## src/common/wwd_defs.svh

```systemverilog
`ifndef WWD_DEFS_SVH
`define WWD_DEFS_SVH

`define WWD_CLK_NS 20
`define WWD_VIN_REACT_NS 3000
`define WWD_VIN_REACT_CYC ((`WWD_VIN_REACT_NS + `WWD_CLK_NS - 1) / `WWD_CLK_NS)
`define WWD_NORM_TICK_NS 100000
`define WWD_NORM_TICK_CYC (`WWD_NORM_TICK_NS / `WWD_CLK_NS)
`define WWD_SLOW_TICK_NS 1000000
`define WWD_SLOW_TICK_CYC (`WWD_SLOW_TICK_NS / `WWD_CLK_NS)
`define WWD_CW_US 80000
`define WWD_OW_US 40000
`define WWD_WDR_US 2500
`define WWD_WD_US 100000
`define WWD_CW_TICKS (`WWD_CW_US * 1000 / `WWD_NORM_TICK_NS)
`define WWD_OW_TICKS (`WWD_OW_US * 1000 / `WWD_NORM_TICK_NS)
`define WWD_WDR_TICKS (`WWD_WDR_US * 1000 / `WWD_NORM_TICK_NS)
`define WWD_POR_TICKS (`WWD_WD_US * 1000 / `WWD_NORM_TICK_NS)
`define WWD_POR_QTR_TICKS (`WWD_POR_TICKS / 4)
`define WWD_SLEEP_PULSE_US 3000
`define WWD_SLEEP_PERIOD_US 1000000
`define WWD_SLEEP_PULSE_TICKS (`WWD_SLEEP_PULSE_US * 1000 / `WWD_SLOW_TICK_NS)
`define WWD_SLEEP_PERIOD_TICKS (`WWD_SLEEP_PERIOD_US * 1000 / `WWD_SLOW_TICK_NS)
`define WWD_SERVICES_FOR_EN 3
`define WWD_MISSES_FOR_SLEEP 3

`endif

```

## src/common/wwd_pkg.sv

```systemverilog
package wwd_pkg;
	typedef enum logic [2:0] {
		WWD_ST_POR,
		WWD_ST_CLOSED,
		WWD_ST_OPEN,
		WWD_ST_WDR,
		WWD_ST_SLEEP_HI,
		WWD_ST_SLEEP_LO
	} wwd_state_t;
endpackage

```

## src/common/wwd_tick_if.sv

```systemverilog
`timescale 1ns/100ps
interface wwd_tick_if;
	logic slow;
	logic restart;
	logic tick;
	modport gen (
		input slow,
		input restart,
		output tick
	);
	modport user (
		output slow,
		output restart,
		input tick
	);
endinterface

```

## src/hdl/wwd_tick.sv

```systemverilog
`timescale 1ns/100ps
// Time base: one tick per NORM_CYC clocks, or per SLOW_CYC clocks in sleep.
module wwd_tick #(
	parameter int NORM_CYC = 5000,
	parameter int SLOW_CYC = 50000,
	parameter int PRE_W = 20
) (
	input wire logic clk_i,
	input wire logic rst_b_i,
	wwd_tick_if.gen tb
);
	logic [PRE_W-1:0] pre_reg;
	logic [PRE_W-1:0] last;
	logic tick_reg;

	assign last = tb.slow ? PRE_W'(SLOW_CYC - 1) : PRE_W'(NORM_CYC - 1);
	// A tick launched on the edge that enters a new interval is masked while restart stands.
	assign tb.tick = tick_reg && !tb.restart;

	// A restart realigns the prescaler so every interval starts on a full tick.
	always_ff @(posedge clk_i) begin
		if (!rst_b_i || tb.restart) begin
			pre_reg <= '0;
			tick_reg <= 1'b0;
		end else if (pre_reg >= last) begin
			pre_reg <= '0;
			tick_reg <= 1'b1;
		end else begin
			pre_reg <= pre_reg + 1'b1;
			tick_reg <= 1'b0;
		end
	end
endmodule

```

## src/hdl/wwd_top.sv

```systemverilog
`timescale 1ns/100ps
`include "wwd_defs.svh"
// Windowed watchdog with power-on delay, enable output and sleep detector.
module wwd_top #(
	parameter bit SLEEP_VARIANT = 1'b1,
	parameter int NORM_TICK_CYC = `WWD_NORM_TICK_CYC,
	parameter int SLOW_TICK_CYC = `WWD_SLOW_TICK_CYC,
	parameter int CW_TICKS = `WWD_CW_TICKS,
	parameter int OW_TICKS = `WWD_OW_TICKS,
	parameter int WDR_TICKS = `WWD_WDR_TICKS,
	parameter int POR_TICKS = `WWD_POR_TICKS,
	parameter int POR_QTR_TICKS = `WWD_POR_QTR_TICKS,
	parameter int SLEEP_PULSE_TICKS = `WWD_SLEEP_PULSE_TICKS,
	parameter int SLEEP_PERIOD_TICKS = `WWD_SLEEP_PERIOD_TICKS,
	parameter int VIN_REACT_CYC = `WWD_VIN_REACT_CYC,
	parameter int TMR_W = 16
) (
	input wire logic clk_i,
	input wire logic rst_b_i,
	input wire logic watchdog_trigger_n_i,
	input wire logic monitored_voltage_low_i,
	output logic reset_out_n_o,
	output logic reset_out_oe_b_o,
	output logic enable_n_o,
	output logic sleep_o
);
	localparam logic [TMR_W-1:0] CW_LAST = TMR_W'(CW_TICKS - 1);
	localparam logic [TMR_W-1:0] OW_LAST = TMR_W'(OW_TICKS - 1);
	localparam logic [TMR_W-1:0] WDR_LAST = TMR_W'(WDR_TICKS - 1);
	localparam logic [TMR_W-1:0] POR_LAST = SLEEP_VARIANT ?
		TMR_W'(POR_TICKS - 1) : TMR_W'(POR_QTR_TICKS - 1);
	localparam logic [TMR_W-1:0] SLP_LO_LAST = TMR_W'(SLEEP_PULSE_TICKS - 1);
	localparam logic [TMR_W-1:0] SLP_HI_LAST = TMR_W'(SLEEP_PERIOD_TICKS - SLEEP_PULSE_TICKS - 1);
	localparam logic [1:0] SVC_DONE = 2'(`WWD_SERVICES_FOR_EN);
	localparam logic [1:0] MISS_DONE = 2'(`WWD_MISSES_FOR_SLEEP);

	wwd_tick_if tb ();

	wwd_pkg::wwd_state_t state_reg;
	logic [TMR_W-1:0] timer_reg;
	logic restart_reg;
	logic trig_meta_reg;
	logic trig_sync_reg;
	logic trig_prev_reg;
	logic trig_fall;
	logic trig_rise;
	logic [15:0] vin_cnt_reg;
	logic lowv_reg;
	logic [1:0] svc_cnt_reg;
	logic [1:0] miss_cnt_reg;
	logic reset_out_n_reg;
	logic enable_n_reg;
	logic sleep_reg;
	logic reset_active;
	logic tick_end;

	wwd_tick #(
		.NORM_CYC(NORM_TICK_CYC),
		.SLOW_CYC(SLOW_TICK_CYC),
		.PRE_W(20)
	) u_tick (
		.clk_i(clk_i),
		.rst_b_i(rst_b_i),
		.tb(tb)
	);

	assign tb.restart = restart_reg;
	// The sleep states run from the slow time base.
	assign tb.slow = (state_reg == wwd_pkg::WWD_ST_SLEEP_HI) ||
		(state_reg == wwd_pkg::WWD_ST_SLEEP_LO);

	// Two-stage synchroniser, then edge detection on the second stage only.
	always_ff @(posedge clk_i) begin
		if (!rst_b_i) begin
			trig_meta_reg <= 1'b1;
			trig_sync_reg <= 1'b1;
			trig_prev_reg <= 1'b1;
		end else begin
			trig_meta_reg <= watchdog_trigger_n_i;
			trig_sync_reg <= trig_meta_reg;
			trig_prev_reg <= trig_sync_reg;
		end
	end

	assign trig_fall = trig_prev_reg && !trig_sync_reg;
	assign trig_rise = !trig_prev_reg && trig_sync_reg;

	// A low level must persist for the reaction time before it counts.
	always_ff @(posedge clk_i) begin
		if (!rst_b_i) begin
			vin_cnt_reg <= '0;
			lowv_reg <= 1'b0;
		end else if (!monitored_voltage_low_i) begin
			vin_cnt_reg <= '0;
			lowv_reg <= 1'b0;
		end else if (vin_cnt_reg >= 16'(VIN_REACT_CYC - 1)) begin
			lowv_reg <= 1'b1;
		end else begin
			vin_cnt_reg <= vin_cnt_reg + 1'b1;
		end
	end

	// Current interval ends on the tick that completes its last count.
	always_comb begin
		tick_end = 1'b0;
		if (tb.tick) begin
			case (state_reg)
				wwd_pkg::WWD_ST_POR: tick_end = (timer_reg == POR_LAST);
				wwd_pkg::WWD_ST_CLOSED: tick_end = (timer_reg == CW_LAST);
				wwd_pkg::WWD_ST_OPEN: tick_end = (timer_reg == OW_LAST);
				wwd_pkg::WWD_ST_WDR: tick_end = (timer_reg == WDR_LAST);
				wwd_pkg::WWD_ST_SLEEP_HI: tick_end = (timer_reg == SLP_HI_LAST);
				wwd_pkg::WWD_ST_SLEEP_LO: tick_end = (timer_reg == SLP_LO_LAST);
				default: tick_end = 1'b0;
			endcase
		end
	end

	// Sequencer and interval timer.
	always_ff @(posedge clk_i) begin
		if (!rst_b_i) begin
			state_reg <= wwd_pkg::WWD_ST_POR;
			timer_reg <= '0;
			restart_reg <= 1'b1;
		end else if (lowv_reg) begin
			// Low voltage overrides everything and rearms the power-on delay.
			state_reg <= wwd_pkg::WWD_ST_POR;
			timer_reg <= '0;
			restart_reg <= 1'b1;
		end else begin
			restart_reg <= 1'b0;
			case (state_reg)
				wwd_pkg::WWD_ST_POR: begin
					// Trigger edges are not looked at while the delay runs.
					if (tick_end) begin
						state_reg <= wwd_pkg::WWD_ST_CLOSED;
						timer_reg <= '0;
						restart_reg <= 1'b1;
					end else if (tb.tick) begin
						timer_reg <= timer_reg + 1'b1;
					end
				end
				wwd_pkg::WWD_ST_CLOSED: begin
					if (trig_fall) begin
						state_reg <= wwd_pkg::WWD_ST_WDR;
						timer_reg <= '0;
						restart_reg <= 1'b1;
					end else if (tick_end) begin
						state_reg <= wwd_pkg::WWD_ST_OPEN;
						timer_reg <= '0;
						restart_reg <= 1'b1;
					end else if (tb.tick) begin
						timer_reg <= timer_reg + 1'b1;
					end
				end
				wwd_pkg::WWD_ST_OPEN: begin
					if (trig_fall) begin
						// Service clears the timer and restarts closed.
						state_reg <= wwd_pkg::WWD_ST_CLOSED;
						timer_reg <= '0;
						restart_reg <= 1'b1;
					end else if (tick_end) begin
						state_reg <= wwd_pkg::WWD_ST_WDR;
						timer_reg <= '0;
						restart_reg <= 1'b1;
					end else if (tb.tick) begin
						timer_reg <= timer_reg + 1'b1;
					end
				end
				wwd_pkg::WWD_ST_WDR: begin
					if (tick_end) begin
						timer_reg <= '0;
						restart_reg <= 1'b1;
						// Pulses repeat through a new closed window; after the third miss the sleep variant enters sleep instead.
						if (SLEEP_VARIANT && miss_cnt_reg == MISS_DONE) begin
							state_reg <= wwd_pkg::WWD_ST_SLEEP_HI;
						end else begin
							state_reg <= wwd_pkg::WWD_ST_CLOSED;
						end
					end else if (tb.tick) begin
						timer_reg <= timer_reg + 1'b1;
					end
				end
				wwd_pkg::WWD_ST_SLEEP_HI,
				wwd_pkg::WWD_ST_SLEEP_LO: begin
					if (trig_fall || trig_rise) begin
						state_reg <= wwd_pkg::WWD_ST_CLOSED;
						timer_reg <= '0;
						restart_reg <= 1'b1;
					end else if (tick_end) begin
						timer_reg <= '0;
						restart_reg <= 1'b1;
						if (state_reg == wwd_pkg::WWD_ST_SLEEP_HI) begin
							state_reg <= wwd_pkg::WWD_ST_SLEEP_LO;
						end else begin
							state_reg <= wwd_pkg::WWD_ST_SLEEP_HI;
						end
					end else if (tb.tick) begin
						timer_reg <= timer_reg + 1'b1;
					end
				end
				default: begin
					state_reg <= wwd_pkg::WWD_ST_POR;
					timer_reg <= '0;
					restart_reg <= 1'b1;
				end
			endcase
		end
	end

	// Counts consecutive good services and consecutive missed windows.
	always_ff @(posedge clk_i) begin
		if (!rst_b_i || lowv_reg) begin
			svc_cnt_reg <= '0;
			miss_cnt_reg <= '0;
		end else begin
			case (state_reg)
				wwd_pkg::WWD_ST_CLOSED: begin
					if (trig_fall) begin
						svc_cnt_reg <= '0;
						miss_cnt_reg <= '0;
					end
				end
				wwd_pkg::WWD_ST_OPEN: begin
					if (trig_fall) begin
						miss_cnt_reg <= '0;
						if (svc_cnt_reg != SVC_DONE) begin
							svc_cnt_reg <= svc_cnt_reg + 1'b1;
						end
					end else if (tick_end) begin
						svc_cnt_reg <= '0;
						if (miss_cnt_reg != MISS_DONE) begin
							miss_cnt_reg <= miss_cnt_reg + 1'b1;
						end
					end
				end
				wwd_pkg::WWD_ST_SLEEP_HI,
				wwd_pkg::WWD_ST_SLEEP_LO: begin
					svc_cnt_reg <= '0;
					if (trig_fall || trig_rise) begin
						miss_cnt_reg <= '0;
					end
				end
				default: begin
				end
			endcase
		end
	end

	always_comb begin
		case (state_reg)
			wwd_pkg::WWD_ST_POR: reset_active = 1'b1;
			wwd_pkg::WWD_ST_WDR: reset_active = 1'b1;
			wwd_pkg::WWD_ST_SLEEP_LO: reset_active = 1'b1;
			default: reset_active = lowv_reg;
		endcase
	end

	// Pin drivers; the reset pin is open drain, enabled low while pulling low.
	always_ff @(posedge clk_i) begin
		if (!rst_b_i) begin
			reset_out_n_reg <= 1'b0;
			enable_n_reg <= 1'b1;
			sleep_reg <= 1'b0;
		end else begin
			reset_out_n_reg <= !reset_active;
			sleep_reg <= tb.slow;
			if (reset_active) begin
				enable_n_reg <= 1'b1;
			end else if (svc_cnt_reg == SVC_DONE) begin
				enable_n_reg <= 1'b0;
			end else begin
				enable_n_reg <= 1'b1;
			end
		end
	end

	assign reset_out_n_o = reset_out_n_reg;
	assign reset_out_oe_b_o = reset_out_n_reg;
	assign enable_n_o = enable_n_reg;
	assign sleep_o = sleep_reg;
endmodule
```

## config.mk

```make
export PLATFORM = sky130hd
export DESIGN_NAME = wwd_top
export DESIGN_NICKNAME = d
export VERILOG_FILES = /design/src/common/wwd_pkg.sv /design/src/common/wwd_tick_if.sv /design/src/hdl/wwd_tick.sv /design/src/hdl/wwd_top.sv
export VERILOG_INCLUDE_DIRS = /design/src /design/src/common
export SDC_FILE = /design/constraint.sdc
export NUM_CORES = 1
export LEC_CHECK = 0
export BUFFER_PORTS_ARGS = -buffer_cell sky130_fd_sc_hd__buf_4
export CAP_MARGIN = 20
export CELL_PAD_IN_SITES_DETAIL_PLACEMENT = 1
export CELL_PAD_IN_SITES_GLOBAL_PLACEMENT = 1
export CORE_ASPECT_RATIO = 1.1
export CORE_UTILIZATION = 48
export DETAILED_ROUTE_END_ITERATION = 8
export PLACE_DENSITY_LB_ADDON = 0.1
export SLEW_MARGIN = 0
export SYNTH_ARGS = -nofsm -noshare
export SYNTH_HDL_FRONTEND = slang
export SYNTH_SLANG_ARGS = --single-unit
```

## constraint.sdc

```tcl
create_clock -name clk_i -period 2.81 [get_ports clk_i]
set_clock_uncertainty 0.2 [all_clocks]
set_input_delay 0.843 -clock clk_i [delete_from_list [all_inputs] [get_ports clk_i]]
set_output_delay 0.843 -clock clk_i [all_outputs]
set_load 0.02 [all_outputs]
```

### Word level (Yosys, flattened, before mapping)

Cells that the tools add are included.

| storage, ports and cells | value |
|---|---|
| register bits after elaboration | 68 |
| input port bits | 4 |
| output and inout port bits | 4 |
| logic and storage cells | 108 |

| cells by class | value |
|---|---|
| $add $sub $neg | 5 |
| order comparisons | 2 |
| equal/unequal tests | 24 |
| multiplexer cells | 36 |
| bitwise gates (word level) | 1 |
| reductions and logical operators | 25 |

Operator list:

| operator | count |
|---|---|
| $mux 16 | 5 |
| $eq 16x10->1 const B | 3 |
| $pmux 16 s3 | 1 |
| $add 16x1->16 const B | 2 |
| $mux 3 | 9 |
| $add 20x1->20 const B | 1 |
| $ge 20x20->1 | 1 |
| $eq 16x2->1 const B | 1 |
| $eq 16x5->1 const B | 1 |
| $eq 16x9->1 const B | 1 |
| $ge 16x8->1 const B | 1 |
| $mux 2 | 8 |
| $ne 3x3->1 const B | 5 |
| $pmux 3 s5 | 1 |
| $ne 2x2->1 const B | 6 |
| $pmux 2 s3 | 2 |
| $reduce_or 2->1 | 6 |
| $reduce_and 5->1 | 2 |
| $mux 1 | 8 |
| $eq 3x2->1 const B | 2 |
| $eq 3x3->1 const B | 2 |
| $pmux 1 s6 | 1 |
| $logic_not 1->1 | 5 |
| $add 2x1->2 const B | 2 |
| other kinds (11) | 17 |

### Depth between registers and ports, before layout

| depth | value |
|---|---|
| depth after elaboration | 6 |
| gate-level depth with buffers | 12 |

### By module

From an unflattened synthesis, not the netlist that was laid out.

| unflattened totals | value |
|---|---|
| cell total of the unflattened synthesis | 387 |
| area, all modules | 3,582.2 um2 |

By module, submodules not included:

| module | times used | cells an instance | area an instance (um2) | seq. area each (um2) |
|---|---|---|---|---|
| wwd_top | 1 | 270 | 2,442.3 | 940.9 |
| wwd_tick | 1 | 117 | 1,139.8 | 420.4 |

### Worst setup path before layout

OpenSTA, ideal clock, no wires.

| timing path | value |
|---|---|
| path kind | register to register |
| start | reg state_reg[1] |
| end | reg u_tick.tick_reg |
| arrival time | 2.317 ns |
| slack | 0.236 ns |
| stages on the path, launching flop included | 13 |
| period minus slack after synthesis | 2.574 ns |
| cell sequence | dfxtp_1 -> buf_4 -> nor2b_1 -> inv_2 -> ha_1 -> nand3_1 -> a21boi_0 -> o21ai_0 -> a21oi_1 -> o31a_1 -> clkbuf_1 -> clkbuf_1 -> o21ba_2 |

| between the ends | value |
|---|---|
| longest elaborated chain between the ends | 5 |
| elaborated cells on any way between the ends | 6 |
| classes of those cells | order compare (1); eq/ne (2); mux (2); reduce/logical (1) |

RTL lines:

| element | RTL line | RTL |
|---|---|---|
| start, declared | wwd_top.sv:39 | `wwd_pkg::wwd_state_t state_reg;` |
| start signal, assigned | wwd_top.sv:122 | `state_reg <= wwd_pkg::WWD_ST_POR;` |
| start signal, assigned | wwd_top.sv:127 | `state_reg <= wwd_pkg::WWD_ST_POR;` |
| start signal, assigned | wwd_top.sv:136 | `state_reg <= wwd_pkg::WWD_ST_CLOSED;` |
| $eq 3x3->1, on equally long branches | wwd_top.sv:69, wwd_top.sv:70 |  |
| $logic_or 1x1->1 * | wwd_top.sv:69 | `assign tb.slow = (state_reg == wwd_pkg::WWD_ST_SLEEP_HI) \|\|` |
| via tb.slow | wwd_tick_if.sv:3 | `logic slow;` |
| $mux 16 * | wwd_tick.sv:16 | `assign last = tb.slow ? PRE_W'(SLOW_CYC - 1) : PRE_W'(NORM_CYC - 1);` |
| $ge 20x20->1 * | wwd_tick.sv:25 | `end else if (pre_reg >= last) begin` |
| $mux 1 * | wwd_tick.sv:25 |  |
| end signal, assigned | wwd_tick.sv:24 | `tick_reg <= 1'b0;` |
| end signal, assigned | wwd_tick.sv:27 | `tick_reg <= 1'b1;` |
| end signal, assigned | wwd_tick.sv:30 | `tick_reg <= 1'b0;` |
| end, declared | wwd_tick.sv:14 | `logic tick_reg;` |

Mark *: on every way through the listed nets, which the timed path passes. The rest lies on a longest branch.
A chain may end at the register's enable or synchronous reset.

### Worst setup path in the final report

| timing path | value |
|---|---|
| start | reg state_reg[1] |
| end | reg state_reg[0] |

| between the ends | value |
|---|---|
| longest elaborated chain between the ends | 5 |
| elaborated cells on any way between the ends | 19 |
| classes of those cells | eq/ne (10); mux (6); reduce/logical (3) |

RTL lines:

| element | RTL line |
|---|---|
| $eq 3x3->1 (tied with other cells) | wwd_top.sv:107, wwd_top.sv:132 |
| $pmux 1 s6 / $mux 1 (equally long branches) | wwd_top.sv:107, wwd_top.sv:193 |
| $mux 1 / $mux 3 (equally long branches) | wwd_top.sv:106, wwd_top.sv:190 |
| $ne 3x3->1 (no line) (tied with other cells) | -- |
| $reduce_and 5->1 (no line) / $pmux 3 s5 (equally long branches) | -- |

Several ways; a longest one is shown, not always the timed one. The select of a mux whose other input is x is not followed.

==> key figures <==
Run status
  • Status: finished clean

Pwr
  • Leakage: roughly 1.4 nW
  • Psw: 0.393 mW
  • Cell internal pwr: ~1.4 mW
  • Comb power frac: between 2 and 3%
  • Maximum vdd drop: just under 0.3 mV
  • PD cells: about 500 nW/µm²
  • Total power: 1.83 mW
  • Sw Ratio: about 21%
  • Clock network power share: approximately 44%
  • Seq pwr share: 53.4%

Timing
  • Final hold slack: about 220 ps
  • Slew Limit Fails: 0
  • Max Freq: 0.390 GHz
  • Worst slew pin tran: 712 ps
  • RSZ-0062 raised after global routing: no
  • Slew margin rel.: a little over half
  • Crit share post-route: between 90% and 100%
  • Final hold violation count: 0
  • Final setup fails: 0
  • Setup TNS: 0 ps
  • Fin crit period: about 2600 ps

CTS
  • CTS sink cnt: between 60 and 70
  • CTS tree: built
  • Clock Tree Buf Depth: 2
  • Clk_lat worst skew: around 340 ps
  • # H-tree levels: 3
  • Reg clk slew, reported paths: roughly 70 ps
  • Post-CTS setup buffer count: 0
  • CTS buffer count: 9
  • Clock Root Buffer: clkbuf_8

Cells and area
  • Final instance area: between 3000 and 4000 µm²
  • P&R area growth vs syn: 9.78%
  • NumNets Final: between 400 and 500
  • Layout cells sized above 1: between 10% and 20%
  • Max FFs per register: 20
  • ANT cells: 0

Floorplanning
  • Die ar.: around 7300 µm²
  • Core Box Area: 6670 µm²
  • Initial Util: roughly half
  • Die height: between 80 and 90 µm
  • Die width: approximately 80 µm
  • I/O pins: 8
  • Row cnt: 31

Worst setup path
  • CP Data Required Time: between 2000 and 3000 ps
  • Arrival @ worst endpoint: between 2000 and 3000 ps
  • R2R Path Start: state_reg[1]
  • R2R Path End: state_reg[0]
  • Worst-path maximum fanout: 16
  • WS Path Type: reg2reg
  • CP endpoint kind: register
  • R2R Setup Slk: between 200 and 250 ps
  • CP Launch Type: register
  • Reg2reg path depth: 8

Synthesis
  • Sequential area share after synthesis: 40.7%
  • Avg Synthesized Cell Area: a little under 9 µm²
  • YS warnings: 0
  • Synthesized area: 3340 µm²
  • FF+latch count, synth: around 70
  • Post-synth top flop: dfxtp_1
  • Syn Inst Count: between 300 and 400
  • Ys async rst share: 0%
  • Number of flops mapped to enable cells by yosys: 0
  • Netlist cell types: 63

Min path
  • Worst Hold Class: reg2reg
  • Worst Hold Path Cells: 1
  • Worst hold start: trig_meta_reg
  • Hold endpoint: trig_sync_reg

Job
  • Max-cap viol count: 0

Drt
  • Initial DRC Count: between 90 and 100
  • Drt drc: 0
  • Via count: ~2,700
  • First-pass DRT Iterations: 5
  • Final ANT Viol Nets: 0
  • Final WL: approximately 7500 µm
  • Drt wl/cell: 15.8 µm
  • Number of vias per cell: 5.72

Global routing
  • First-pass GRT wire length: between 10,000 and 15,000 µm
  • Antenna violations before repair: 0
  • Largest net degree at the start of global routing: 25
  • Grt total ovfl: 0
  • Vias in the first global route: 2,603
  • Global Route Usage Sum: around 22%

Placed design
  • Buffers added on ports: 7
  • RePlAce Congestion: 0.766
  • Area of placed instances: around 3500 µm²
  • DP HPWL: approximately 5300 µm
[cell usage in the layout, fill, tap and decap left out, types with 3 or more instances in the layout]
cell	count
and2_1	3
nor4_1	22
a31oi_1	3
nand4_1	4
ha_1	14
clkbuf_8	11
o21ai_0	4
nor3_1	5
nor2b_1	5
nand2_1	30
o22ai_1	3
nand2b_1	6
or3_1	3
xnor2_1	16
a211oi_1	4
inv_1	10
nor2_1	44
nand3_1	21
conb_1	3
dfxtp_1	67
xor2_1	19
buf_4	16
a21oi_1	20
and3_1	13
mux2i_1	3
[critical path, stage by stage, from the launching register on]
cell	delay [ps]
dfxtp_1	440
buf_4	250
buf_4	180
inv_2	60
o32a_1	340
o22ai_1	270
nand4_4	230
a221o_1	390
a21oi_1	130
[worst max-delay path by stage]
| stage | from | end | cells after the start |
|---|---|---|---|
| after floorplan | state_reg[1] | u_tick.tick_reg | 12 |
| after global placement | state_reg[0] | state_reg[0] | 6 |
| after detailed placement | state_reg[0] | timer_reg[6] | 6 |
| after CTS | state_reg[0] | timer_reg[6] | 6 |
| after global routing | state_reg[1] | u_tick.pre_reg[12] | 9 |
| final | state_reg[1] | state_reg[0] | 8 |
[power groups by stage]
stage / registers, mW / clock network (mW) / logic (mW)
5_1_grt: 0.977 / 0.862 / 0.0586
2_1_floorplan: 0.997 / 0 / 0.0352
3_5_place_dp: 0.999 / 0 / 0.0516
3_3_place_gp: 0.999 / 0 / 0.0504
4_1_cts: 0.977 / 0.823 / 0.0524
6_report: 0.977 / 0.801 / 0.0515
[Yosys cell counts (4+ instances only)]
| master | count | area [µm²] |
|---|---|---|
| o21ai_0 | 4 | 20.0 |
| a21oi_1 | 20 | 100 |
| clkbuf_1 | 14 | 52.6 |
| nor4_1 | 22 | 138 |
| inv_1 | 10 | 37.5 |
| nand3_1 | 21 | 105 |
| ha_1 | 14 | 175 |
| nand4_1 | 4 | 25.0 |
| nand2_1 | 30 | 113 |
| xnor2_1 | 16 | 140 |
| xor2_1 | 19 | 166 |
| a211oi_1 | 4 | 30.0 |
| nor2_1 | 44 | 165 |
| dfxtp_1 | 68 | 1360 |
| nor2b_1 | 5 | 31.3 |
| nor3_1 | 5 | 25.0 |
| and3_1 | 13 | 81.3 |
| nand2b_1 | 6 | 37.5 |
[final cells by class]
| class | count | area [µm²] |
|---|---|---|
| well taps | 82 | 103 |
| inverters | 12 | 45.0 |
| clock buffers | 12 | 155 |
| clock inverters | 2 | 35.0 |
| fillers | 797 | 3000 |
| repair buffers | 16 | 120 |
| flip-flops and latches | 68 | 1360 |
| multi-input cells | 285 | 1850 |
[what timing repair did]
item / CTS / global route
hold buffers: 0 / 0
resized for setup: 0 / 2
endpoints found under the setup margin: 0 / 8
[layer usage]
metal,global-route usage [%],vias to the layer above,share of wire [%]
met5,0,-,0
met4,8.77,0,1.6
met3,3.37,12,1.6
met2,39.1,23,51
met1,27.7,1313,46
li1,-,1382,-
[kinds of logic (layout without fill, tap and decap cells)]
| family | after synthesis | count (layout) | synth area share [%] |
|---|---|---|---|
| simple gates | 167 | 167 | 26.3 |
| flops | 68 | 68 | 40.7 |
| compound gates | 62 | 62 | 13.0 |
| xor+xnor | 35 | 35 | 9.18 |
| buf+inv | 33 | 42 | 4.23 |
| fa+ha+maj | 14 | 14 | 5.24 |
| mux | 4 | 4 | 1.24 |
| other cells | 1 | 3 | 0.112 |
[per-stage QoR]
step | setup slack, ps | utilization (%) | std cells
4_1_cts | 172 | 54.9 | 477
2_1_floorplan | 236 | - | 386
6_report | 244 | 55.0 | 477
5_1_grt | 52.4 | 55.0 | 477
3_3_place_gp | 210 | 52.1 | 463
3_5_place_dp | 200 | 52.1 | 463
(Power assumes the default switching activity.)
